**config.mk**
```make
export PLATFORM = sky130hd
export DESIGN_NAME = resc_top
export DESIGN_NICKNAME = d
export VERILOG_FILES = /design/src/design/resc_pkg.sv /design/src/design/resc_top.sv
export SDC_FILE = /design/constraint.sdc
export NUM_CORES = 1
export LEC_CHECK = 0
export ABC_CLOCK_PERIOD_IN_PS = 7300
export BUFFER_PORTS_ARGS = -buffer_cell sky130_fd_sc_hd__buf_2
export CAP_MARGIN = 10
export CORE_MARGIN = 3
export CORE_UTILIZATION = 45
export CTS_BUF_LIST = sky130_fd_sc_hd__clkbuf_8
export DETAILED_ROUTE_END_ITERATION = 8
export SKIP_CTS_REPAIR_TIMING = 1
export SLEW_MARGIN = 30
export SYNTH_ARGS = -nofsm -noshare
export SYNTH_HDL_FRONTEND = slang
export SYNTH_SLANG_ARGS = --single-unit
```
**constraint.sdc**
```tcl
create_clock -name ref_clk_i -period 7.3 [get_ports ref_clk_i]
set_clock_uncertainty 0.05 [all_clocks]
set_input_delay 0.365 -clock ref_clk_i [delete_from_list [all_inputs] [get_ports ref_clk_i]]
set_output_delay 0.365 -clock ref_clk_i [all_outputs]
set_load 0.1 [all_outputs]
```
**src/design/resc_pkg.sv**
```systemverilog
// package: constants for the regulator enable and soft-start block
//----------------------------------------------------------------------
// Functional notes
// - enable low: shut down, no register access
// - other options keep registers while enable low
// - options 04, 24, 042 clear registers
// - power-on reset restores all register defaults
// - discharge load when control bit set and output off, enable pin high or low
// - enable rise with selected bit starts soft-start
// - ramp reference, no sync rectification in soft-start
// - 16 limit cycles: tristate, retry after 1700 ms
// - options other than 01, 05 reset both output enables high
// - options 01, 05 reset enables to 10
// - option 03 forces voltage select low internally
// - output follows selected enable bit, enable pin
// - mode bit high forces fixed-frequency switching
// - serial link up to 3.4 Mbps, outside block
// - select low picks setpoint 0, high setpoint 1
//----------------------------------------------------------------------
package resc_pkg;
    // register offsets
    localparam logic [7:0] OFS_SETPOINT_0 = 8'h00;
    localparam logic [7:0] OFS_SETPOINT_1 = 8'h01;
    localparam logic [7:0] OFS_CONTROL = 8'h02;
    localparam logic [7:0] OFS_STATUS = 8'h03;
    // field positions inside a setpoint register
    localparam int BIT_OUT_EN = 7;
    localparam int BIT_MODE = 6;
    // field positions inside the control register
    localparam int BIT_DISCHARGE = 7;
    // reset values
    localparam logic [7:0] RST_SETPOINT_0 = 8'h80;
    localparam logic [7:0] RST_SETPOINT_1 = 8'h80;
    localparam logic [7:0] RST_CONTROL = 8'h80;
    // part option codes, hex digits as printed
    localparam logic [11:0] OPT_01 = 12'h001;
    localparam logic [11:0] OPT_03 = 12'h003;
    localparam logic [11:0] OPT_04 = 12'h004;
    localparam logic [11:0] OPT_05 = 12'h005;
    localparam logic [11:0] OPT_24 = 12'h024;
    localparam logic [11:0] OPT_042 = 12'h042;
    // timing
    localparam int CLK_HZ = 10_000_000;
    localparam int RETRY_WAIT_MS = 1700;
    localparam int RETRY_CYCLES = RETRY_WAIT_MS * (CLK_HZ / 1000);
    localparam int SS_STEP_NS = 1000;
    localparam int SS_STEP_CYCLES = (SS_STEP_NS * (CLK_HZ / 1000_000)
                                     + 999) / 1000;
    localparam int LIMIT_RUN = 16;
    // regulator states
    typedef enum logic [1:0] {
        ST_OFF = 2'b00,
        ST_SOFT = 2'b01,
        ST_RUN = 2'b10,
        ST_WAIT = 2'b11
    } resc_state_t;
endpackage

```
**src/design/resc_top.sv**
```systemverilog
// module: enable, retention, soft-start and retry sequencing
`timescale 1ns/1ps
module resc_top #(
    parameter logic [11:0] PART_OPTION = 12'h000,
    parameter int RETRY_CYC = resc_pkg::RETRY_CYCLES,
    parameter int SS_STEP_CYC = resc_pkg::SS_STEP_CYCLES
) (
    input wire logic ref_clk_i, // 10 MHz system clock
    input wire logic reset_i, // power-on reset, synchronous
    input wire logic enable_pin_i, // enable pin, asynchronous
    input wire logic voltage_select_pin_i, // select pin, asynchronous
    input wire logic cur_limit_i, // limit reached this cycle
    input wire logic cycle_end_i, // toggles rise once per cycle
    input wire logic [7:0] addr_i, // register address
    input wire logic [7:0] wdata_i, // write data
    input wire logic wr_i, // write strobe
    input wire logic rd_i, // read strobe
    output logic [7:0] rdata_o, // read data, cycle after rd_i
    output logic regulator_on_o, // switching active
    output logic softstart_o, // soft-start ramp running
    output logic sync_rect_en_o, // synchronous rectifier allowed
    output logic switch_hiz_o, // switching node three-state
    output logic discharge_o, // output discharge load on
    output logic pwm_force_o, // fixed-frequency switching
    output logic setpoint_sel_o, // active setpoint index
    output logic [5:0] reference_o // ramped reference code
);
    import resc_pkg::*;

    //------------------------------------------------------------------
    // elaboration checks
    //------------------------------------------------------------------
    if (RETRY_CYC < 2 || SS_STEP_CYC < 1) begin : g_bad
        $error("resc_top: retry or step count too small");
    end

    //------------------------------------------------------------------
    // option decode
    //------------------------------------------------------------------
    // options that clear registers while enable is low
    localparam bit CLR_ON_DIS = (PART_OPTION == OPT_04) ||
        (PART_OPTION == OPT_24) || (PART_OPTION == OPT_042);
    // options whose second output enable resets low
    localparam bit EN1_LOW = (PART_OPTION == OPT_01) ||
        (PART_OPTION == OPT_05);
    localparam bit SEL_TIED = (PART_OPTION == OPT_03);
    // setpoint 1 reset value with the option applied
    localparam logic [7:0] RST_SP1 = EN1_LOW ?
        (RST_SETPOINT_1 & 8'h7F) : RST_SETPOINT_1;

    //------------------------------------------------------------------
    // pin synchronisers
    //------------------------------------------------------------------
    logic [1:0] en_sync; // enable pin stages
    logic [1:0] sel_sync; // select pin stages
    logic [1:0] cl_sync; // current limit stages
    logic [1:0] ce_sync; // cycle end stages
    logic ce_last; // previous synced cycle end

    // two flops per pin, first stage read only by second
    always_ff @(posedge ref_clk_i) begin
        if (reset_i) begin
            en_sync <= 2'h0;
            sel_sync <= 2'h0;
            cl_sync <= 2'h0;
            ce_sync <= 2'h0;
            ce_last <= 1'b0;
        end else begin
            en_sync <= {en_sync[0], enable_pin_i};
            sel_sync <= {sel_sync[0], voltage_select_pin_i};
            cl_sync <= {cl_sync[0], cur_limit_i};
            ce_sync <= {ce_sync[0], cycle_end_i};
            ce_last <= ce_sync[1];
        end
    end

    logic en; // synced enable
    logic sel_seen; // select seen by modulator logic
    logic cyc_done; // one switching cycle finished
    assign en = en_sync[1];
    assign sel_seen = SEL_TIED ? 1'b0 : sel_sync[1];
    assign cyc_done = ce_sync[1] & ~ce_last;

    //------------------------------------------------------------------
    // register file
    //------------------------------------------------------------------
    logic [7:0] setpoint_reg_0; // setpoint 0 config
    logic [7:0] setpoint_reg_1; // setpoint 1 config
    logic [7:0] control; // control register
    logic [7:0] next_setpoint_reg_0;
    logic [7:0] next_setpoint_reg_1;
    logic [7:0] next_control;
    logic [7:0] next_rdata;
    logic [4:0] cl_cnt; // consecutive limit cycles
    resc_state_t state; // sequencer state

    // writes, option clearing and read mux
    always_comb begin
        next_setpoint_reg_0 = setpoint_reg_0;
        next_setpoint_reg_1 = setpoint_reg_1;
        next_control = control;
        next_rdata = 8'h00;
        if (!en) begin
            // shut down: access refused, registers kept or cleared
            if (CLR_ON_DIS) begin
                next_setpoint_reg_0 = RST_SETPOINT_0;
                next_setpoint_reg_1 = RST_SP1;
                next_control = RST_CONTROL;
            end // otherwise contents held
        end else begin
            // writes only while enable high
            if (wr_i) begin // one access per clock, no stall
                unique case (addr_i)
                    OFS_SETPOINT_0: next_setpoint_reg_0 = wdata_i;
                    OFS_SETPOINT_1: next_setpoint_reg_1 = wdata_i;
                    OFS_CONTROL: next_control = wdata_i;
                    default: ;
                endcase
            end
            // reads, unmapped address gives zero
            if (rd_i) begin
                unique case (addr_i)
                    OFS_SETPOINT_0: next_rdata = setpoint_reg_0;
                    OFS_SETPOINT_1: next_rdata = setpoint_reg_1;
                    OFS_CONTROL: next_rdata = control;
                    OFS_STATUS: next_rdata = {state, 1'b0, cl_cnt};
                    default: next_rdata = 8'h00;
                endcase
            end
        end
    end

    // register update, power-on defaults
    always_ff @(posedge ref_clk_i) begin
        if (reset_i) begin
            setpoint_reg_0 <= RST_SETPOINT_0;
            setpoint_reg_1 <= RST_SP1;
            control <= RST_CONTROL;
            rdata_o <= 8'h00;
        end else begin
            setpoint_reg_0 <= next_setpoint_reg_0;
            setpoint_reg_1 <= next_setpoint_reg_1;
            control <= next_control;
            rdata_o <= next_rdata;
        end
    end

    //------------------------------------------------------------------
    // sequencer
    //------------------------------------------------------------------
    logic [7:0] sel_reg; // active setpoint register
    logic want_on; // output requested on
    assign sel_reg = sel_seen ? setpoint_reg_1 : setpoint_reg_0;
    assign want_on = en & sel_reg[BIT_OUT_EN];

    resc_state_t next_state;
    logic [31:0] tmr; // step and retry timer
    logic [31:0] next_tmr;
    logic [4:0] next_cl_cnt;
    logic [5:0] next_ref;
    logic next_on, next_ss, next_sr, next_hiz, next_dis, next_pwm;
    logic next_sel;

    // state, ramp and fault counting
    always_comb begin
        next_state = state;
        next_tmr = tmr;
        next_cl_cnt = cl_cnt;
        next_ref = reference_o;
        // limit run counting while switching
        if (state == ST_SOFT || state == ST_RUN) begin
            if (cyc_done) begin
                next_cl_cnt = cl_sync[1] ? cl_cnt + 5'h01 : 5'h00;
            end
        end
        unique case (state)
            ST_OFF: begin
                next_ref = 6'h00;
                next_tmr = 32'h0;
                next_cl_cnt = 5'h00;
                if (want_on) begin
                    next_state = ST_SOFT;
                end
            end
            ST_SOFT: begin
                // slow ramp of reference toward target
                if (tmr >= 32'(SS_STEP_CYC - 1)) begin
                    next_tmr = 32'h0;
                    if (reference_o < sel_reg[5:0]) begin
                        next_ref = reference_o + 6'h01;
                    end else begin
                        next_ref = sel_reg[5:0];
                        next_state = ST_RUN;
                    end
                end else begin
                    next_tmr = tmr + 32'h1;
                end
            end
            ST_RUN: begin
                next_ref = sel_reg[5:0];
                next_tmr = 32'h0;
            end
            ST_WAIT: begin
                next_ref = 6'h00;
                next_cl_cnt = 5'h00;
                if (tmr >= 32'(RETRY_CYC - 1)) begin
                    next_tmr = 32'h0;
                    next_state = ST_SOFT;
                end else begin
                    next_tmr = tmr + 32'h1;
                end
            end
        endcase
        // fault shutdown after a full run of limit cycles
        if ((state == ST_SOFT || state == ST_RUN) &&
            next_cl_cnt == 5'(LIMIT_RUN)) begin
            next_state = ST_WAIT;
            next_tmr = 32'h0;
            next_cl_cnt = 5'h00;
            next_ref = 6'h00;
        end
        // disable overrides everything
        if (!want_on) begin
            next_state = ST_OFF;
            next_tmr = 32'h0;
            next_cl_cnt = 5'h00;
            next_ref = 6'h00;
        end
        next_on = (next_state == ST_SOFT) || (next_state == ST_RUN);
        next_ss = (next_state == ST_SOFT);
        next_sr = (next_state == ST_RUN);
        next_hiz = !next_on;
        next_dis = control[BIT_DISCHARGE] & !want_on;
        next_pwm = sel_reg[BIT_MODE];
        next_sel = sel_seen;
    end

    // sequencer registers, every output from a flop
    always_ff @(posedge ref_clk_i) begin
        if (reset_i) begin
            state <= ST_OFF;
            tmr <= 32'h0;
            cl_cnt <= 5'h00;
            reference_o <= 6'h00;
            regulator_on_o <= 1'b0;
            softstart_o <= 1'b0;
            sync_rect_en_o <= 1'b0;
            switch_hiz_o <= 1'b1;
            discharge_o <= 1'b0;
            pwm_force_o <= 1'b0;
            setpoint_sel_o <= 1'b0;
        end else begin
            state <= next_state;
            tmr <= next_tmr;
            cl_cnt <= next_cl_cnt;
            reference_o <= next_ref;
            regulator_on_o <= next_on;
            softstart_o <= next_ss;
            sync_rect_en_o <= next_sr;
            switch_hiz_o <= next_hiz;
            discharge_o <= next_dis;
            pwm_force_o <= next_pwm;
            setpoint_sel_o <= next_sel;
        end
    end

    //------------------------------------------------------------------
    // assertions
    //------------------------------------------------------------------
    property p_no_access_off;
        @(posedge ref_clk_i) disable iff (reset_i)
        (!en && rd_i) |=> (rdata_o == 8'h00);
    endproperty
    a_no_access_off: assert property (p_no_access_off)
        else $error("read answered while disabled");

    property p_keep;
        @(posedge ref_clk_i) disable iff (reset_i)
        (!CLR_ON_DIS && !en) |=> $stable(control);
    endproperty
    a_keep: assert property (p_keep)
        else $error("control lost while disabled");

    property p_clear;
        @(posedge ref_clk_i) disable iff (reset_i)
        (CLR_ON_DIS && !en) |=> (control == RST_CONTROL);
    endproperty
    a_clear: assert property (p_clear)
        else $error("control not cleared while disabled");

    property p_discharge;
        @(posedge ref_clk_i) disable iff (reset_i)
        1'b1 |=> (discharge_o ==
            $past(control[BIT_DISCHARGE] & !want_on));
    endproperty
    a_discharge: assert property (p_discharge)
        else $error("discharge load wrong");

    property p_start;
        @(posedge ref_clk_i) disable iff (reset_i)
        (state == ST_OFF && want_on) |=> softstart_o;
    endproperty
    a_start: assert property (p_start)
        else $error("soft-start not begun");

    property p_no_sr_ss;
        @(posedge ref_clk_i) disable iff (reset_i)
        softstart_o |-> !sync_rect_en_o;
    endproperty
    a_no_sr_ss: assert property (p_no_sr_ss)
        else $error("rectifier on during soft-start");

    property p_fault;
        @(posedge ref_clk_i) disable iff (reset_i)
        (state == ST_WAIT) |-> switch_hiz_o && !regulator_on_o;
    endproperty
    a_fault: assert property (p_fault)
        else $error("switching during retry wait");

    property p_off;
        @(posedge ref_clk_i) disable iff (reset_i)
        !want_on |=> !regulator_on_o && (state == ST_OFF);
    endproperty
    a_off: assert property (p_off)
        else $error("output on while disabled");

    property p_mode;
        @(posedge ref_clk_i) disable iff (reset_i)
        $rose(sel_reg[BIT_MODE]) |=> pwm_force_o;
    endproperty
    a_mode: assert property (p_mode)
        else $error("mode bit not applied");

    property p_tied;
        @(posedge ref_clk_i) disable iff (reset_i)
        SEL_TIED |-> !setpoint_sel_o;
    endproperty
    a_tied: assert property (p_tied)
        else $error("select not tied low");
endmodule

```
==> results.yml, run 1 <==
global_route:
  antenna_found_initial: 0
  grt_pass1_vias: 3189
  grt_usage_pct: 17.52
  grt-ovfl-total: 0
  grt_pass1_wl_um: 15830
  grt_start_max_net_pins: 39
timing:
  fmax_mhz: 310.7
  rsz0062_at_grt: "false"
  setup_viol: 0
  fin_ws_ps: 4082
  finalCritPeriodShare_pct: 44.09
  timing.setup.tns_ps: 0
  finalHoldViolations: 0
  relSlewSlack_pct: 52.31
  maxSlewViolCount: 0
  finalCriticalPeriod_ps: 3218
  worst_slew_pin_slew_ps: 710.6
route:
  ant_nets: 0
  routed_wl_um: 9315
  drt-vias-per-instance: 5.346
  dr.pass1.iters: 4
  dr.first_iter.drc_count: 223
  vias: 3336
  avgRoutedWirePerCell_um: 14.93
  drc: 0
clocking:
  cts_root_buf: "clkbuf_8"
  clockBufferDepth: 2
  numCtsBuffers: 9
  htreeDepth: 3
  cts_sinks: 93
  clkLatencyLatePin_ps: 350
  cts_tree: "yes"
  clkTransAtPathRegs_ps: 100
min_path:
  holdPathEnd: "cl_sync[0]$_SDFF_PP0_"
  holdPathStages: 2
  min_from: "cur_limit_i"
  holdCritPathClass: "primary input to flip-flop"
critical_path:
  cp.depth: 9
  crit_path_max_fanout: 11
  crit_family: "compound AO/OA/AOI/OAI gates"
  reg2reg_depth: 9
  cp.arrival_ps: 3410
  required_ps: 7500
  ff2ff_setup_slack_ps: 4080
  path_common_cell: "ha_1"
  crit_chain: "mux2i_1, ha_1, nand3_1, a211oi_2, nor2_1, o311a_1, a21oi_1, ha_1, or2_2"
  worstSetupPathType: "flip-flop to flip-flop"
  critPathSlowestCell: "dfxtp_1"
  r2r-start: "sel_sync[1]$_SDFF_PP0_"
  slowest_delay_ps: 620
  cp-start-kind: "flip-flop"
  crit_path_end_kind: "flip-flop"
  cp.buffers_inverters: 0
  r2r_end: "switch_hiz_o$_SDFF_PP1_"
synthesis:
  yosysTopAreaCell: "dfxtp_1"
  synthArstFlopShare_pct: 0
  synth_area_um2: 4419
  synth-edff-count: 0
  ys_types: 57
  yosysWarningCount: 0
  netlist.area_leader.share_pct: 42.13
  syn-instance-count: 446
  ys.flop_type: "dfxtp_1"
  seq_area_frac_synth_pct: 42.13
  avgSynthCellArea_um2: 9.909
  synth.area.top_cells: "dfxtp_1 42%, mux2i_1 6.8%, ha_1 4.5%"
  synth-seq-cells: 93
floorplanning:
  dieArea_um2: 11050
  die_y_um: 105.1
  die_width_um: 105.1
  initial_core_util_pct: 47.16
  rows: 35
  core_um2: 9371
  io-pin-count: 45
final_layout:
  mostFrequentLayoutCells: "93 x dfxtp_1, 44 x buf_2, 42 x nor2_1, 30 x mux2i_1, 24 x a21oi_1"
  layout_commonest_cell: "dfxtp_1"
  area_growth_syn_to_layout_pct: 12.32
  num-fill-cells: 919
  antenna_cells: 0
  drive_above_1_share_pct: 19.60
  multi_input_area_um2: 2455
  fin_nets: 530
  regArea_um2: 1862
pwr:
  pwr-share-comb_pct: 4.0
  switching_share_pct: 22.96
  p_leak_uw: 0.001965
  p_per_area_nw_per_um2: 181.6
  ir_worst_vdd_mv: 0.1181
  seq_power_share_pct: 57.2
  internal_power_uw: 694.3
  p_clk_share_pct: 38.9
  p_sw_uw: 207.0
status:
  status: "complete, no violations"
placement:
  dp_hpwl_um: 6808
  place_congestion: 0.7927
  port_buffers: 44
  post-place-ws_ps: 3812
job:
  drv_cap: 0
==> power groups by stage <==
stage	Clock, uW	Sequential [uW]	Combinational (uW)
6_report	350	515	35.6
5_1_grt	385	516	38.9
4_1_cts	361	515	35.8
3_5_place_dp	0	527	35.6
3_3_place_gp	0	527	35.6
2_1_floorplan	0	533	16.8
==> state kept, by name, summed over array words and instances (netlist names), 5 cells and up <==
register / flops
reference_o: 6
setpoint_reg_1: 8
rdata_o: 8
tmr: 32
setpoint_reg_0: 8
control: 8
cl_cnt: 5
==> layout make-up <==
type                            instances  share of cell area [%]
Inverter                               12                  0.9075
Sequential cell                        93                   37.51
Timing Repair Buffer                   46                   4.739
Tap cell                              129                   3.252
Multi-Input combinational cell        328                   49.46
Clock inverter                          6                   1.361
Clock buffer                           10                   2.773
==> Yosys cell counts, types with 4 or more instances <==
cell,instances
dfxtp_1,93
nor2_1,42
mux2i_1,30
a21oi_1,24
nor2b_1,22
nand3_1,19
xor2_1,17
ha_1,16
nand2_1,16
xnor2_1,14
clkbuf_1,12
inv_1,12
nand4_1,10
nor3_1,10
a21oi_2,9
o21ai_0,9
nor4_1,8
mux4_2,7
o311a_1,7
and3_1,6
nand2b_1,4
o211ai_1,4
or2b_1,4
==> kinds of logic (layout without fill, tap and decap cells) <==
kind of cell | Yosys count | count (layout) | synth area share, %
compound gates | 72 | 72 | 11.86
xor+xnor | 31 | 31 | 6.144
fa+ha+maj | 16 | 16 | 4.530
buf+inv | 31 | 74 | 3.369
flops | 93 | 93 | 42.13
mux | 39 | 39 | 10.87
other cells | 1 | 7 | 0.08486
simple gates | 163 | 163 | 21.01
==> routing by layer <==
layer | global-route usage, % | wire, um | vias to the layer above
met5 | 0 | 0 | -
met4 | 6.654 | 194 | 0
met3 | 2.779 | 360 | 14
met2 | 29.38 | 4471 | 84
met1 | 22.64 | 4289 | 1558
li1 | - | - | 1680
==> through the flow <==
stage | hold WS [ps] | cells | instance area [um^2] | util [%] | power [uW]
2_1_floorplan | 363.8 | 452 | 4442 | - | 550.1
3_3_place_gp | 369.3 | 608 | 4741 | 50.59 | 562.7
3_5_place_dp | 376.8 | 608 | 4747 | 50.65 | 562.9
4_1_cts | 150.6 | 624 | 4952 | 52.84 | 912.4
5_1_grt | 162.5 | 624 | 4964 | 52.96 | 940.2
6_report | 163.8 | 624 | 4964 | 52.96 | 901.3
==> how the worst max path moves through the flow <==
| stage | from | to | slack [ps] |
|---|---|---|---|
| 5_1_grt | sel_sync[1]$_SDFF_PP0_ | switch_hiz_o$_SDFF_PP1_ | 3830 |
| 4_1_cts | sel_sync[1]$_SDFF_PP0_ | switch_hiz_o$_SDFF_PP1_ | 3800 |
| 2_1_floorplan | reference_o[3]$_SDFFE_PP0P_ | switch_hiz_o$_SDFF_PP1_ | 4180 |
| 3_3_place_gp | sel_sync[1]$_SDFF_PP0_ | switch_hiz_o$_SDFF_PP1_ | 3900 |
| 3_5_place_dp | sel_sync[1]$_SDFF_PP0_ | switch_hiz_o$_SDFF_PP1_ | 3810 |
| 6_report | sel_sync[1]$_SDFF_PP0_ | switch_hiz_o$_SDFF_PP1_ | 4080 |
Note: power is estimated with default switching activity, not from simulation.
==> run 2, diff against run 1 <==
--- a/config.mk
+++ b/config.mk
@@ -5,7 +5,7 @@
 export SDC_FILE = /design/constraint.sdc
 export NUM_CORES = 1
 export LEC_CHECK = 0
-export ABC_CLOCK_PERIOD_IN_PS = 7300
+export ABC_CLOCK_PERIOD_IN_PS = 3250
 export BUFFER_PORTS_ARGS = -buffer_cell sky130_fd_sc_hd__buf_2
 export CAP_MARGIN = 10
 export CORE_MARGIN = 3
==> constraint.sdc (replaced) <==
create_clock -name ref_clk_i -period 3.25 [get_ports ref_clk_i]
set_clock_uncertainty 0.05 [all_clocks]
set_input_delay 0.1625 -clock ref_clk_i [delete_from_list [all_inputs] [get_ports ref_clk_i]]
set_output_delay 0.1625 -clock ref_clk_i [all_outputs]
set_load 0.1 [all_outputs]
==> run 2 against run 1 <==
Net effect: the run now ends with hold timing left; power is 130% higher; via count rose by 2.5%; maximum frequency grew 10%; final cell count grew 1.9%; sequential share of layout area is 0.62 points lower; critical path depth is 1 lower; critical path type unchanged; largest power group unchanged.
==> results.yml, run 2 (synthesis gave the netlist of run 1 again) <==
timing:
  setup_viol: 0
  finalCriticalPeriod_ps: 2923
  timing.setup.tns_ps: 0
  finalHoldViolations: 1
  relSlewSlack_pct: 54.19
  maxSlewViolCount: 0
  fin_ws_ps: 327.2
  fmax_mhz: 342.1
  hold_ws_ps: -17.28
  worst_slew_pin_slew_ps: 687.1
  finalCritPeriodShare_pct: 89.93
  rsz0062_at_grt: "false"
status:
  status: "finished with violations"
  violations: "hold timing"
route:
  ant_nets: 0
  routed_wl_um: 9320
  drc: 0
  drt-vias-per-instance: 5.379
  dr.first_iter.drc_count: 87
  vias: 3421
  avgRoutedWirePerCell_um: 14.65
  dr.pass1.iters: 4
final_layout:
  antenna_cells: 0
  stdcell_count: 636
  layout_commonest_cell: "dfxtp_1"
  area_growth_syn_to_layout_pct: 14.21
  top_register: "tmr"
  largest_reg_flops: 32
  mostFrequentLayoutCells: "93 x dfxtp_1, 44 x buf_2, 42 x nor2_1, 30 x mux2i_1, 24 x a21oi_1"
  fin_nets: 542
  drive_above_1_share_pct: 20.12
critical_path:
  ff2ff_setup_slack_ps: 330
  cp.arrival_ps: 3110
  crit_path_end_kind: "flip-flop"
  required_ps: 3440
  critPathLaunch: "cl_cnt[0]$_SDFF_PP0_"
  cp-start-kind: "flip-flop"
  r2r_end: "switch_hiz_o$_SDFF_PP1_"
  r2r-start: "cl_cnt[0]$_SDFF_PP0_"
  worstSetupPathType: "flip-flop to flip-flop"
  reg2reg_depth: 8
  crit_path_max_fanout: 7
  endpoint: "switch_hiz_o$_SDFF_PP1_"
floorplanning:
  die_y_um: 105.1
  dieArea_um2: 11050
  rows: 35
  initial_core_util_pct: 47.16
  io-pin-count: 45
  core_um2: 9371
  die_width_um: 105.1
min_path:
  holdCritPathClass: "primary input to flip-flop"
clocking:
  cts_tree: "yes"
  clkTransAtPathRegs_ps: 90
  numCtsBuffers: 9
  clkLatencyLatePin_ps: 360
  clockBufferDepth: 2
  htreeDepth: 3
  cts_sinks: 93
  cts_root_buf: "clkbuf_8"
global_route:
  grt_pass1_vias: 3276
  grt_start_max_net_pins: 39
  antenna_found_initial: 0
  grt-ovfl-total: 0
  grt_pass1_wl_um: 15810
  grt_usage_pct: 17.40
pwr:
  p_leak_uw: 0.002024
  ir_worst_vdd_mv: 0.1967
  p_per_area_nw_per_um2: 404.1
job:
  drv_cap: 0
placement:
  place_congestion: 0.8620
  port_buffers: 44
  post-place-ws_ps: 353.4
  dp.cells: 616
  dp_hpwl_um: 6847
## run 2: worst min-delay path by stage
stage | slack (ps) | to | start | cells after the start
floorplan | 240 | setpoint_reg_0[7]$_SDFFE_PP1P_ | wdata_i[7] | 2
global placement | 320 | en_sync[0]$_SDFF_PP0_ | enable_pin_i | 2
detailed placement | 340 | en_sync[0]$_SDFF_PP0_ | enable_pin_i | 2
CTS | -40 | en_sync[0]$_SDFF_PP0_ | enable_pin_i | 2
global route | 10 | sel_sync[0]$_SDFF_PP0_ | voltage_select_pin_i | 2
finish | -20 | sel_sync[0]$_SDFF_PP0_ | voltage_select_pin_i | 2
## run 2: layer usage
| layer | global-route usage, % | wire (um) | part of all wire [%] | vias up |
|---|---|---|---|---|
| met4 | 6.842 | 166 | 1.8 | 0 |
| met5 | 0 | 0 | 0 | - |
| met2 | 28.64 | 4463 | 48 | 59 |
| met3 | 3.212 | 242 | 2.6 | 15 |
| met1 | 22.56 | 4447 | 48 | 1647 |
| li1 | - | - | - | 1700 |
## run 2: cell type report
cell class,count,area [um^2]
clock buffers,10,137.6
inverters,12,45.04
multi-input cells,328,2437
flip-flops and latches,93,1862
well taps,129,161.4
repair buffers,58,335.3
clock inverters,6,68.82
fillers,912,4324
## run 2: per-stage QoR
stage | utilization, % | power, uW | area, um^2
finish | 53.86 | 2040 | 5047
global route | 53.86 | 2116 | 5047
CTS | 53.43 | 2061 | 5007
detailed placement | 51.23 | 1266 | 4801
global placement | 51.23 | 1265 | 4801
floorplan | - | 1236 | 4442
## run 2: where the power goes
group	switching [uW]	internal [uW]	leakage, uW
Sequential	5.87	1150	0.000754
Combinational	53.5	31.7	0.00117
Clock	415	382	0.000103
## run 2: critical path: stages, from the launching register on
cell and delay (ps):
dfxtp_1 450, ha_1 250, xnor2_1 90, or4b_1 500
a2111o_1 490, and2_1 210, a21o_1 190, ha_1 280
or2_2 300
==> run 3, diff against run 2 <==
--- a/config.mk
+++ b/config.mk
@@ -8,10 +8,13 @@
 export ABC_CLOCK_PERIOD_IN_PS = 3250
 export BUFFER_PORTS_ARGS = -buffer_cell sky130_fd_sc_hd__buf_2
 export CAP_MARGIN = 10
+export CELL_PAD_IN_SITES_DETAIL_PLACEMENT = 1
+export CELL_PAD_IN_SITES_GLOBAL_PLACEMENT = 2
 export CORE_MARGIN = 3
-export CORE_UTILIZATION = 45
+export CORE_UTILIZATION = 39
 export CTS_BUF_LIST = sky130_fd_sc_hd__clkbuf_8
 export DETAILED_ROUTE_END_ITERATION = 8
+export PLACE_DENSITY = 0.89
 export SKIP_CTS_REPAIR_TIMING = 1
 export SLEW_MARGIN = 30
 export SYNTH_ARGS = -nofsm -noshare
==> run 3 against run 2 <==
Net effect: the flow now finishes without violations; count of clock-buffer cells in the layout increased by 1; worst hold slack improved by 24 ps; global-route usage increased by 0.77 points; utilization decreased by 7.7 points; combinational power increased by 3.4%; via count increased by 1.3%; sequential share of layout area about the same; maximum frequency increased by 0.25%; sequential cell count unchanged; largest cell class unchanged; highest routed layer unchanged.
==> results.yml, run 3 (synthesis gave the netlist of run 1 again) <==
final_layout:
  mostFrequentLayoutCells: "93 x dfxtp_1, 44 x buf_2, 42 x nor2_1, 30 x mux2i_1, 24 x a21oi_1"
  area_growth_syn_to_layout_pct: 14.10
  fin_nets: 543
  top_register: "tmr"
  antenna_cells: 0
  largest_reg_flops: 32
  drive_above_1_share_pct: 19.88
  layout_commonest_cell: "dfxtp_1"
min_path:
  holdCritPathClass: "primary input to flip-flop"
critical_path:
  cp.arrival_ps: 3130
  crit_path_max_fanout: 7
  slowest_delay_ps: 500
  crit_path_end_kind: "flip-flop"
  required_ps: 3470
  crit_family: "simple AND/OR/NAND/NOR gates"
  crit_chain: "ha_1, xnor2_1, or4b_1, a2111o_1, and2_1, a21o_1, ha_1, or2_2"
  cp.buffers_inverters: 0
  worstSetupPathType: "flip-flop to flip-flop"
  path_common_cell: "ha_1"
  cp-start-kind: "flip-flop"
  critPathSlowestCell: "or4b_1"
timing:
  fin_ws_ps: 334.4
  relSlewSlack_pct: 53.60
  finalHoldViolations: 0
  rsz0062_at_grt: "false"
  fmax_mhz: 343.0
  timing.setup.tns_ps: 0
  maxSlewViolCount: 0
  setup_viol: 0
  worst_slew_pin_slew_ps: 696.0
  finalCritPeriodShare_pct: 89.71
  finalCriticalPeriod_ps: 2916
clocking:
  cts_sinks: 93
  htreeDepth: 3
  clkTransAtPathRegs_ps: 90
  cts_root_buf: "clkbuf_8"
  numCtsBuffers: 9
  clkLatencyLatePin_ps: 380
  clockBufferDepth: 2
  cts_tree: "yes"
floorplanning:
  die_y_um: 112.5
  dieArea_um2: 12650
  die_width_um: 112.5
  rows: 38
  io-pin-count: 45
  initial_core_util_pct: 40.41
  core_um2: 10940
pwr:
  p_per_area_nw_per_um2: 391.3
  ir_worst_vdd_mv: 0.2718
  p_leak_uw: 0.002022
route:
  routed_wl_um: 10980
  drt-vias-per-instance: 5.346
  drc: 0
  dr.pass1.iters: 4
  vias: 3464
  ant_nets: 0
  dr.first_iter.drc_count: 128
  avgRoutedWirePerCell_um: 16.95
status:
  status: "complete, no violations"
global_route:
  grt_start_max_net_pins: 39
  antenna_found_initial: 0
  grt-ovfl-total: 0
  grt_usage_pct: 18.17
  grt_pass1_vias: 3720
  grt_pass1_wl_um: 18410
placement:
  dp_hpwl_um: 8071
  place_congestion: 0.8175
  post-place-ws_ps: 343.6
  port_buffers: 44
job:
  drv_cap: 0
==> run 3: cell types whose count changed in the layout (fill, tap and decap cells not counted) <==
cell / before / now
clkinv_2: 1 / 3
inv_6: 2 / 0
bufinv_16: 1 / 0
clkbuf_8: 10 / 11
clkinv_4: 1 / 0
dlygate4sd3_1: 4 / 5
inv_1: 12 / 13
==> run 3: final cells by class <==
cell class	count	area, um^2
inverter	12	45.04
timing repair buffer	59	345.3
sequential	93	1862
multi-input combinational	328	2437
clock buffer	11	151.4
tap	140	175.2
fill	1258	5893
clock inverter	5	26.28
==> run 3: metal layers <==
layer | routed length (um) | share of wire (%) | track usage (%) | vias up
li1 | - | - | - | 1702
met1 | 4835 | 44 | 20.63 | 1718
met2 | 5690 | 52 | 33.41 | 35
met3 | 315 | 2.9 | 4.690 | 9
met4 | 141 | 1.3 | 5.288 | 0
met5 | 0 | 0 | 0 | -
==> run 3: per-stage QoR <==
step	area (um^2)	cells	utilization [%]	hold WS [ps]	total power, uW
finish	5042	648	46.11	6.913	1973
global route	5042	648	46.11	6.815	2052
CTS	4992	643	45.65	-70.84	1993
detailed placement	4815	627	44.03	338.7	1269
global placement	4815	627	44.03	339.2	1266
floorplan	4442	452	-	240.1	1236
==> run 3: worst register-to-register path: stages, from the launching register on <==
cell and delay, ps:
dfxtp_1 450, ha_1 250, xnor2_1 90, or4b_1 500, a2111o_1 500, and2_1 210, a21o_1 180, ha_1 270
or2_2 300
==> run 3: path summary, 6_finish.rpt <==
kind	start	endpoint	slack [ps]	depth (start not counted)
setup / recovery	cl_cnt[0]$_SDFF_PP0_	switch_hiz_o$_SDFF_PP1_	330	8
hold / removal	wdata_i[5]	control[5]$_SDFFE_PP0P_	7	3
hold reg to reg	en_sync[0]$_SDFF_PP0_	en_sync[1]$_SDFF_PP0_	400	1
setup reg to reg	cl_cnt[0]$_SDFF_PP0_	switch_hiz_o$_SDFF_PP1_	330	8
==> run 3: where the power goes <==
group	switching (uW)	internal (uW)	total, uW	leakage, uW
logic	55.6	32.5	88.1	0.00117
clock network	414	313	728	0.0000963
registers	6.59	1150	1160	0.000754
